--- src/core/ssar_pkg.sv ---
// Package with constants and types for the security supervisor logic
package ssar_pkg;
    localparam int unsigned CLK_FREQ_HZ = 10000000;
    localparam int unsigned RESET_TIMEOUT_MS = 200;
    localparam int unsigned RESET_TIMEOUT_CYCLES = (CLK_FREQ_HZ / 1000) * RESET_TIMEOUT_MS;
    localparam int unsigned TMR_W = 22;

    // APB register byte offsets
    localparam logic [7:0] REG_CTRL = 8'h00;
    localparam logic [7:0] REG_STATUS = 8'h04;
    localparam logic [7:0] REG_SENSE = 8'h08;

    // Control field positions and reset values
    localparam int CTRL_VARIANT_LSB = 0;
    localparam int CTRL_UTEMP_LSB = 2;
    localparam int CTRL_LTEMP_BIT = 4;
    localparam int CTRL_BCHK_LSB = 5;
    localparam logic [6:0] CTRL_RESET = 7'h00;

    typedef enum logic [1:0] {
        SSAR_VAR_A = 2'h0,
        SSAR_VAR_B = 2'h1,
        SSAR_VAR_C = 2'h2
    } ssar_variant_e;

    // Reset sequencer states, one-hot
    typedef enum logic [2:0] {
        SSAR_RST_HOLD = 3'h1,
        SSAR_RST_WAIT = 3'h2,
        SSAR_RST_RUN = 3'h4
    } ssar_rst_state_e;

    // Comparator flags from the analog front end
    typedef struct packed {
        logic int_over_upper;
        logic int_under_lower;
        logic main_below_reset;
        logic main_below_switch;
        logic main_below_backup;
        logic pfi_below;
        logic main_below_bat_release;
        logic main_above_ref_max;
        logic temp_over_80;
        logic temp_over_85;
        logic temp_over_95;
        logic temp_under_25;
        logic temp_under_35;
        logic bat_below_23;
        logic bat_below_25;
        logic bat_below_32;
    } ssar_cmp_s;

    // Drive outputs toward the analog switches
    typedef struct packed {
        logic supply_on;
        logic supply_from_battery;
        logic supply_hiz;
        logic supply_ground;
        logic ref_enable;
    } ssar_sw_s;
endpackage

--- src/core/ssar_top.sv ---
// Security supervisor alarm, reset and supply sequencing logic
//
// Added by the designer: the register offsets and the APB register port.
`timescale 1ns/1ns
`default_nettype none

// Summary of operation
// Alarm when internal supply over upper limit
// Alarm when internal supply under lower limit
// Alarm when any tamper input leaves normal
// Alarm above selected upper temperature limit
// Alarm below selected lower temperature limit
// System ignores alarm level during power-up; security_alarm_n is not gated by the reset sequencer
// Alarm works on main and battery
// Tamper one and three normally high
// Tamper two and four normally low
// Source indicator low on main, high battery
// Variants B, C force indicator high on alarm
// Alarm: A on, B high-Z, C grounded
// Battery check only during power-up sequence
// Battery low set on check, released below threshold
// Reset low while supply low or manual reset
// Reset held a further 200 ms timeout
// Power-fail low on input low or switchover
// Reference valid only above switchover threshold
// Supply source follows switchover comparison; code switches on main_below_backup, not main_below_switch
// Timer clears on low supply, restarts after
// Power-fail held low while on battery
// All flags pass two-stage synchronizer
// Timeout counter terminal count is parameter
module ssar_top
    import ssar_pkg::*;
#(
    parameter int unsigned TIMEOUT_CYCLES = RESET_TIMEOUT_CYCLES
)
(
    input wire logic pclk,
    input wire logic presetn,
    input wire logic psel,
    input wire logic penable,
    input wire logic pwrite,
    input wire logic [7:0] paddr,
    input wire logic [31:0] pwdata,
    output logic [31:0] prdata,
    output logic pready,
    output logic pslverr,
    input wire ssar_cmp_s cmp_in,
    input wire logic tamper_in_1,
    input wire logic tamper_in_2,
    input wire logic tamper_in_3,
    input wire logic tamper_in_4,
    input wire logic manual_reset_n,
    output logic security_alarm_n,
    output logic reset_n,
    output logic power_fail_out_n,
    output logic battery_low_n,
    output logic supply_source_n,
    output ssar_sw_s sw_out
);
    localparam int FLAG_W = 21;

    logic [FLAG_W-1:0] sync_a;
    logic [FLAG_W-1:0] sync_b;
    logic [6:0] ctrl;
    logic [TMR_W-1:0] tmr;
    logic [TMR_W-1:0] next_tmr;
    ssar_rst_state_e rst_state;
    ssar_rst_state_e next_rst_state;
    logic check_done;
    logic next_battery_low_n;
    logic next_check_done;
    ssar_sw_s next_sw;

    // Raw inputs gathered for the synchronizer
    wire [FLAG_W-1:0] raw_flags = {manual_reset_n, tamper_in_4, tamper_in_3,
        tamper_in_2, tamper_in_1, cmp_in};
    wire ssar_cmp_s cmp = sync_b[15:0];
    wire tp1 = sync_b[16];
    wire tp2 = sync_b[17];
    wire tp3 = sync_b[18];
    wire tp4 = sync_b[19];
    wire mr_n = sync_b[20];

    always_ff @(posedge pclk or negedge presetn)
    begin
        if (!presetn)
        begin
            // Tamper 1/3 and manual reset idle high
            sync_a <= 21'h1500ff & 21'h150000;
            sync_b <= 21'h150000;
        end
        else
        begin
            sync_a <= raw_flags;
            sync_b <= sync_a;
        end
    end

    wire [1:0] variant = ctrl[CTRL_VARIANT_LSB +: 2];
    wire [1:0] utemp_sel = ctrl[CTRL_UTEMP_LSB +: 2];
    wire ltemp_sel = ctrl[CTRL_LTEMP_BIT];
    wire [1:0] bchk_sel = ctrl[CTRL_BCHK_LSB +: 2];

    // Voltage alarms hold on either internal supply source
    wire volt_alarm = cmp.int_over_upper | cmp.int_under_lower;
    wire tamper_alarm = ~tp1 | ~tp3 | tp2 | tp4;

    // Three-way build option select; codes above two fall to the last
    function automatic logic pick3(input logic [1:0] sel, input logic a, input logic b,
        input logic c);
        return (sel == 2'h0) ? a : (sel == 2'h1) ? b : c;
    endfunction

    wire temp_hi = pick3(utemp_sel, cmp.temp_over_80, cmp.temp_over_85,
        cmp.temp_over_95);
    wire temp_lo = ltemp_sel ? cmp.temp_under_35 : cmp.temp_under_25;
    wire alarm = volt_alarm | tamper_alarm | temp_hi | temp_lo;
    // Hysteresis lives in the analog comparators, not here
    wire on_battery = cmp.main_below_backup;
    wire bat_low = pick3(bchk_sel, cmp.bat_below_23, cmp.bat_below_25, cmp.bat_below_32);
    wire rst_cause = cmp.main_below_reset | ~mr_n;
    wire tmr_done = (tmr >= TMR_W'(TIMEOUT_CYCLES - 1));

    always_comb
    begin
        next_rst_state = rst_state;
        next_tmr = tmr;
        case (rst_state)
            SSAR_RST_HOLD:
            begin
                next_tmr = '0;
                if (!rst_cause)
                    next_rst_state = SSAR_RST_WAIT;
            end
            SSAR_RST_WAIT:
            begin
                if (rst_cause)
                begin
                    next_rst_state = SSAR_RST_HOLD;
                    next_tmr = '0;
                end
                else if (tmr_done)
                    next_rst_state = SSAR_RST_RUN;
                else
                    next_tmr = tmr + 1'b1;
            end
            SSAR_RST_RUN:
            begin
                if (rst_cause)
                    next_rst_state = SSAR_RST_HOLD;
            end
            default:
            begin
                next_rst_state = SSAR_RST_HOLD;
                next_tmr = '0;
            end
        endcase
    end

    // Battery test runs only while the power-up reset is held
    always_comb
    begin
        next_battery_low_n = battery_low_n;
        next_check_done = check_done;
        // A check result landing with a release wins that cycle
        if (!check_done && rst_state == SSAR_RST_WAIT && tmr_done)
        begin
            next_check_done = 1'b1;
            next_battery_low_n = ~bat_low;
        end
        else if (cmp.main_below_bat_release)
        begin
            next_battery_low_n = 1'b1;
            next_check_done = 1'b0;
        end
    end

    always_comb
    begin
        next_sw.supply_from_battery = on_battery;
        next_sw.supply_on = !(alarm && variant != SSAR_VAR_A);
        next_sw.supply_hiz = alarm && variant == SSAR_VAR_B;
        next_sw.supply_ground = alarm && variant == SSAR_VAR_C;
        next_sw.ref_enable = !cmp.main_below_switch && !cmp.main_above_ref_max;
    end

    wire next_src_n = on_battery | (alarm & (variant != SSAR_VAR_A));
    // Comparator disabled on battery keeps output low
    wire next_pfo_n = ~(cmp.pfi_below | cmp.main_below_switch | on_battery);

    always_ff @(posedge pclk or negedge presetn)
    begin
        if (!presetn)
        begin
            rst_state <= SSAR_RST_HOLD;
            tmr <= '0;
            check_done <= 1'b0;
            battery_low_n <= 1'b1;
            security_alarm_n <= 1'b0;
            reset_n <= 1'b0;
            power_fail_out_n <= 1'b0;
            supply_source_n <= 1'b1;
            sw_out <= '0;
        end
        else
        begin
            rst_state <= next_rst_state;
            tmr <= next_tmr;
            check_done <= next_check_done;
            battery_low_n <= next_battery_low_n;
            security_alarm_n <= ~alarm;
            reset_n <= (next_rst_state == SSAR_RST_RUN);
            power_fail_out_n <= next_pfo_n;
            supply_source_n <= next_src_n;
            sw_out <= next_sw;
        end
    end

    // APB slave, zero wait states
    wire apb_access = psel & penable;
    wire hit_ctrl = (paddr == REG_CTRL);
    wire hit_status = (paddr == REG_STATUS);
    wire hit_sense = (paddr == REG_SENSE);
    wire hit_any = hit_ctrl | hit_status | hit_sense;
    wire [31:0] status_word = {22'h0, rst_state, check_done, battery_low_n,
        supply_source_n, power_fail_out_n, reset_n, security_alarm_n, alarm};
    wire [31:0] sense_word = {11'h0, sync_b};
    wire [31:0] read_mux = hit_ctrl ? {25'h0, ctrl} :
        hit_status ? status_word : hit_sense ? sense_word : 32'h0;

    always_ff @(posedge pclk or negedge presetn)
    begin
        if (!presetn)
        begin
            ctrl <= CTRL_RESET;
            prdata <= 32'h0;
            pready <= 1'b0;
            pslverr <= 1'b0;
        end
        else
        begin
            pready <= psel & ~penable;
            pslverr <= psel & ~penable & ~hit_any;
            if (psel && !penable && !pwrite)
                prdata <= read_mux;
            if (apb_access && pwrite && hit_ctrl)
                ctrl <= pwdata[6:0];
        end
    end
endmodule

`default_nettype wire

--- config.mk ---
export PLATFORM = sky130hd
export DESIGN_NAME = ssar_top
export DESIGN_NICKNAME = d
export VERILOG_FILES = /design/src/core/ssar_pkg.sv /design/src/core/ssar_top.sv
export SDC_FILE = /design/constraint.sdc
export NUM_CORES = 1
export LEC_CHECK = 0
export BUFFER_PORTS_ARGS = -buffer_cell sky130_fd_sc_hd__buf_2
export CORE_UTILIZATION = 50
export CTS_CLUSTER_SIZE = 14
export DETAILED_ROUTE_END_ITERATION = 16
export PLACE_DENSITY_LB_ADDON = 0.12
export SLEW_MARGIN = 10
export SYNTH_ARGS = -nofsm -noshare
export SYNTH_HDL_FRONTEND = slang
export SYNTH_SLANG_ARGS = --single-unit
--- constraint.sdc ---
create_clock -name pclk -period 2.6 [get_ports pclk]
set_input_delay 0.39 -clock pclk [delete_from_list [all_inputs] [get_ports pclk]]
set_output_delay 0.39 -clock pclk [all_outputs]
set_load 0.01 [all_outputs]
==> flow_summary.yaml <==
clock_network:
  htreeDepth: 3
  clock_latency_ns: 0.36
  ctsHoldBuffers: 0
  cts_root_buffer: "clkbuf_8"
  cts.reportedPaths.clkPinSlew_ns: 0.11
  clock_path_buffers: 2
  cts_buffers: 9
  clock_sink_count: 108
  cts_tree: "yes"
  cts_resized: 0
  cts_setup_buffers: 0
pwr:
  pwr-share-seq_pct: 60.1
  power_frac_comb_pct: 5.6
  p_per_area_mw_per_mm2: 549
  p_leak_nw: 2.41
  peakVddDrop_v: 0.000357
  internal_power_w: 0.00218
  pwr-share-clk_pct: 34.4
  switching_power_w: 0.000752
  p_sw_share_pct: 25.7
synthesis:
  synth_top_family_by_area: "simple AND/OR/NAND/NOR gates"
  synth_flop_cell: "dfrtp_1"
  syn_avg_cell_area_um2: 11.5
  syn_area_mm2: 0.00466
  synth_cells: 405
  synth_adder_area_share_pct: 0.269
  synth_compound_area_share_pct: 13.6
  synthDistinctLibCells: 60
  synth_edf_count: 0
  async_reset_ff_share_pct: 100
  yosysTopAreaCell: "dfrtp_1"
  synthSimpleGateAreaFrac_pct: 18.2
  synth_seq_cells: 108
  synthMuxAreaShare_pct: 4.51
  synth-xor-area-share_pct: 0.188
  synth_area_leaders: "dfrtp_1 53%, dfstp_2 5.1%, nand2_1 2.7%"
  yosysSeqAreaShare_pct: 58.2
  synth.top_cell.area_share_pct: 53.2
  yosys_warnings: 0
sta:
  fin_crit_ns: 2.36
  slew_headroom_pct: 58.2
  hold_viol_final: 0
  clock.fmax_mhz: 423
  setup_viol: 0
  tns_ns: 0
  period_share_pct: 90.9
  skew_ns: 0.00612
  worstMarginPinSlew_ns: 0.627
  rsz0062_at_grt: "false"
  slew_viol_final: 0
worst_setup_path:
  cp-start-kind: "flop"
  regToRegStartpoint: "tmr[12]"
  critical_path_arrival_ns: 2.66
  crit_path_end_kind: "flop"
  cp.required_ns: 2.89
  worstPathMaxFanout: 16
  critPathKind: "flop to flop"
  crit_start: "tmr[12]"
floorplanning:
  initial_core_util_pct: 52.4
  die_area_mm2: 0.00971
  core_mm2: 0.00889
  rows: 34
  die_h_um: 98.5
  io_pins: 110
  die_w_um: 98.5
layout:
  multi_input_area_mm2: 0.00175
  area.sequential_mm2: 0.00271
  area_growth_pct: 14.5
  final_common_cell: "dfrtp_1"
  fin_nets: 550
  fill_cells: 761
  final_cell_mix: "99 x dfrtp_1, 72 x buf_2, 33 x nand2_1"
  antenna_cells: 0
  finalCoreUtilization_pct: 60.0
  layout-drive-gt1-share_pct: 28.7
routing:
  post_drt_via_cell_ratio: 5.77
  vias: 3441
  wl_um: 9840
  dr.pass1.iters: 13
  wl_per_cell_um: 16.5
  drtIter0Drc: 177
  ant_nets: 0
  route.detailed.drc: 4
global_route:
  grt_use_met1_pct: 30.3
  overflow: 0
  grtUsageMet2_pct: 33.7
  antenna_found_initial: 0
  grt_first_pass_wirelength_um: 16200
  grt_pass1_vias: 3240
  busiest_layer: "met2"
  met3_usage_pct: 4.61
  grt_max_degree: 48
  track_usage_pct: 21.3
worst_hold_path:
  holdCritPathClass: "input pin to async pin"
run_status:
  violations: "DRC"
  outcome: "finished with violations"
job:
  maxCapViolations: 0
place:
  hpwl_um: 6880
  gp_congestion: 0.906
  io_buffers: 73
## flip-flops by register name, summed over array words and instances (netlist names), 3 cells and up
| signal | flops |
|---|---|
| sync_b | 21 |
| sw_out | 5 |
| prdata | 21 |
| tmr | 22 |
| rst_state | 3 |
| ctrl | 7 |
| sync_a | 21 |
## cells by family (layout without fill, tap and decap cells)
group / Yosys count / after routing
buf+inv: 38 / 111
other cells: 1 / 11
simple gates: 151 / 151
compound gates: 85 / 85
mux: 20 / 20
flops: 108 / 108
fa+ha+maj: 1 / 1
xor+xnor: 1 / 1
## critical path: stages (launching register included)
cell	delay (ns)
dfrtp_1	0.44
nor4_1	0.33
nand2_1	0.24
o32a_1	0.57
or4_1	0.57
a21oi_1	0.15
## power by group through the flow
stage / clock (W) / combinational (W) / sequential [W]
after floorplan: 0 / 0.0000796 / 0.00179
after global placement: 0 / 0.000163 / 0.00179
after detailed placement: 0 / 0.000166 / 0.00179
after CTS: 0.00105 / 0.000166 / 0.00176
after global routing: 0.00111 / 0.000185 / 0.00176
final: 0.00101 / 0.000163 / 0.00176
## area by class of cell
type,instances,area share (%)
Sequential cell,108,50.9
Clock buffer,9,2.32
Timing Repair Buffer,91,9.66
Clock inverter,7,1.50
Tap cell,108,2.53
Inverter,4,0.281
Multi-Input combinational cell,269,32.8
## path summary, 6_finish.rpt
| kind | end | slack [ns] | cells past startpoint |
|---|---|---|---|
| worst max-delay path | tmr[15] | 0.24 | 5 |
| worst min-delay path | sw_out[2] | 0.03 | 1 |
| worst max register to register | tmr[15] | 0.24 | 5 |
| worst min register to register | sync_b[0] | 0.36 | 0 |
| max in group asynchronous | sync_b[20] | 1.83 | 2 |
| min in group pclk | sync_a[20] | 0.11 | 1 |
## Yosys cell counts (all sizes together), types with 8 or more instances
cell / count
nor4: 9
a22o: 12
a21oi: 14
nor3: 11
nor2: 25
mux2i: 12
o21ai: 16
nand4: 13
mux2: 8
clkbuf: 17
nand3: 14
dfrtp: 99
nand2: 33
buf: 17
dfstp: 9
a211oi: 9
## routing by layer
layer | vias up | part of all wire, % | routed length [µm]
met5 | - | 0 | 0
met4 | 0 | 1.1 | 106
met3 | 11 | 5.2 | 511
met2 | 104 | 48 | 4710
met1 | 1695 | 46 | 4510
li1 | 1631 | - | -
## metrics by stage
step	power (W)	setup slack [ns]	std cells	area, µm²	hold WS [ns]
floorplan	0.00187	0.478	415	4700	0.0944
global placement	0.00195	0.280	580	5130	0.333
detailed placement	0.00196	0.292	580	5130	0.335
CTS	0.00298	0.270	596	5340	0.0363
global route	0.00306	0.129	596	5340	0.0593
finish	0.00293	0.236	596	5340	0.0282
(Power assumes the default switching activity.)
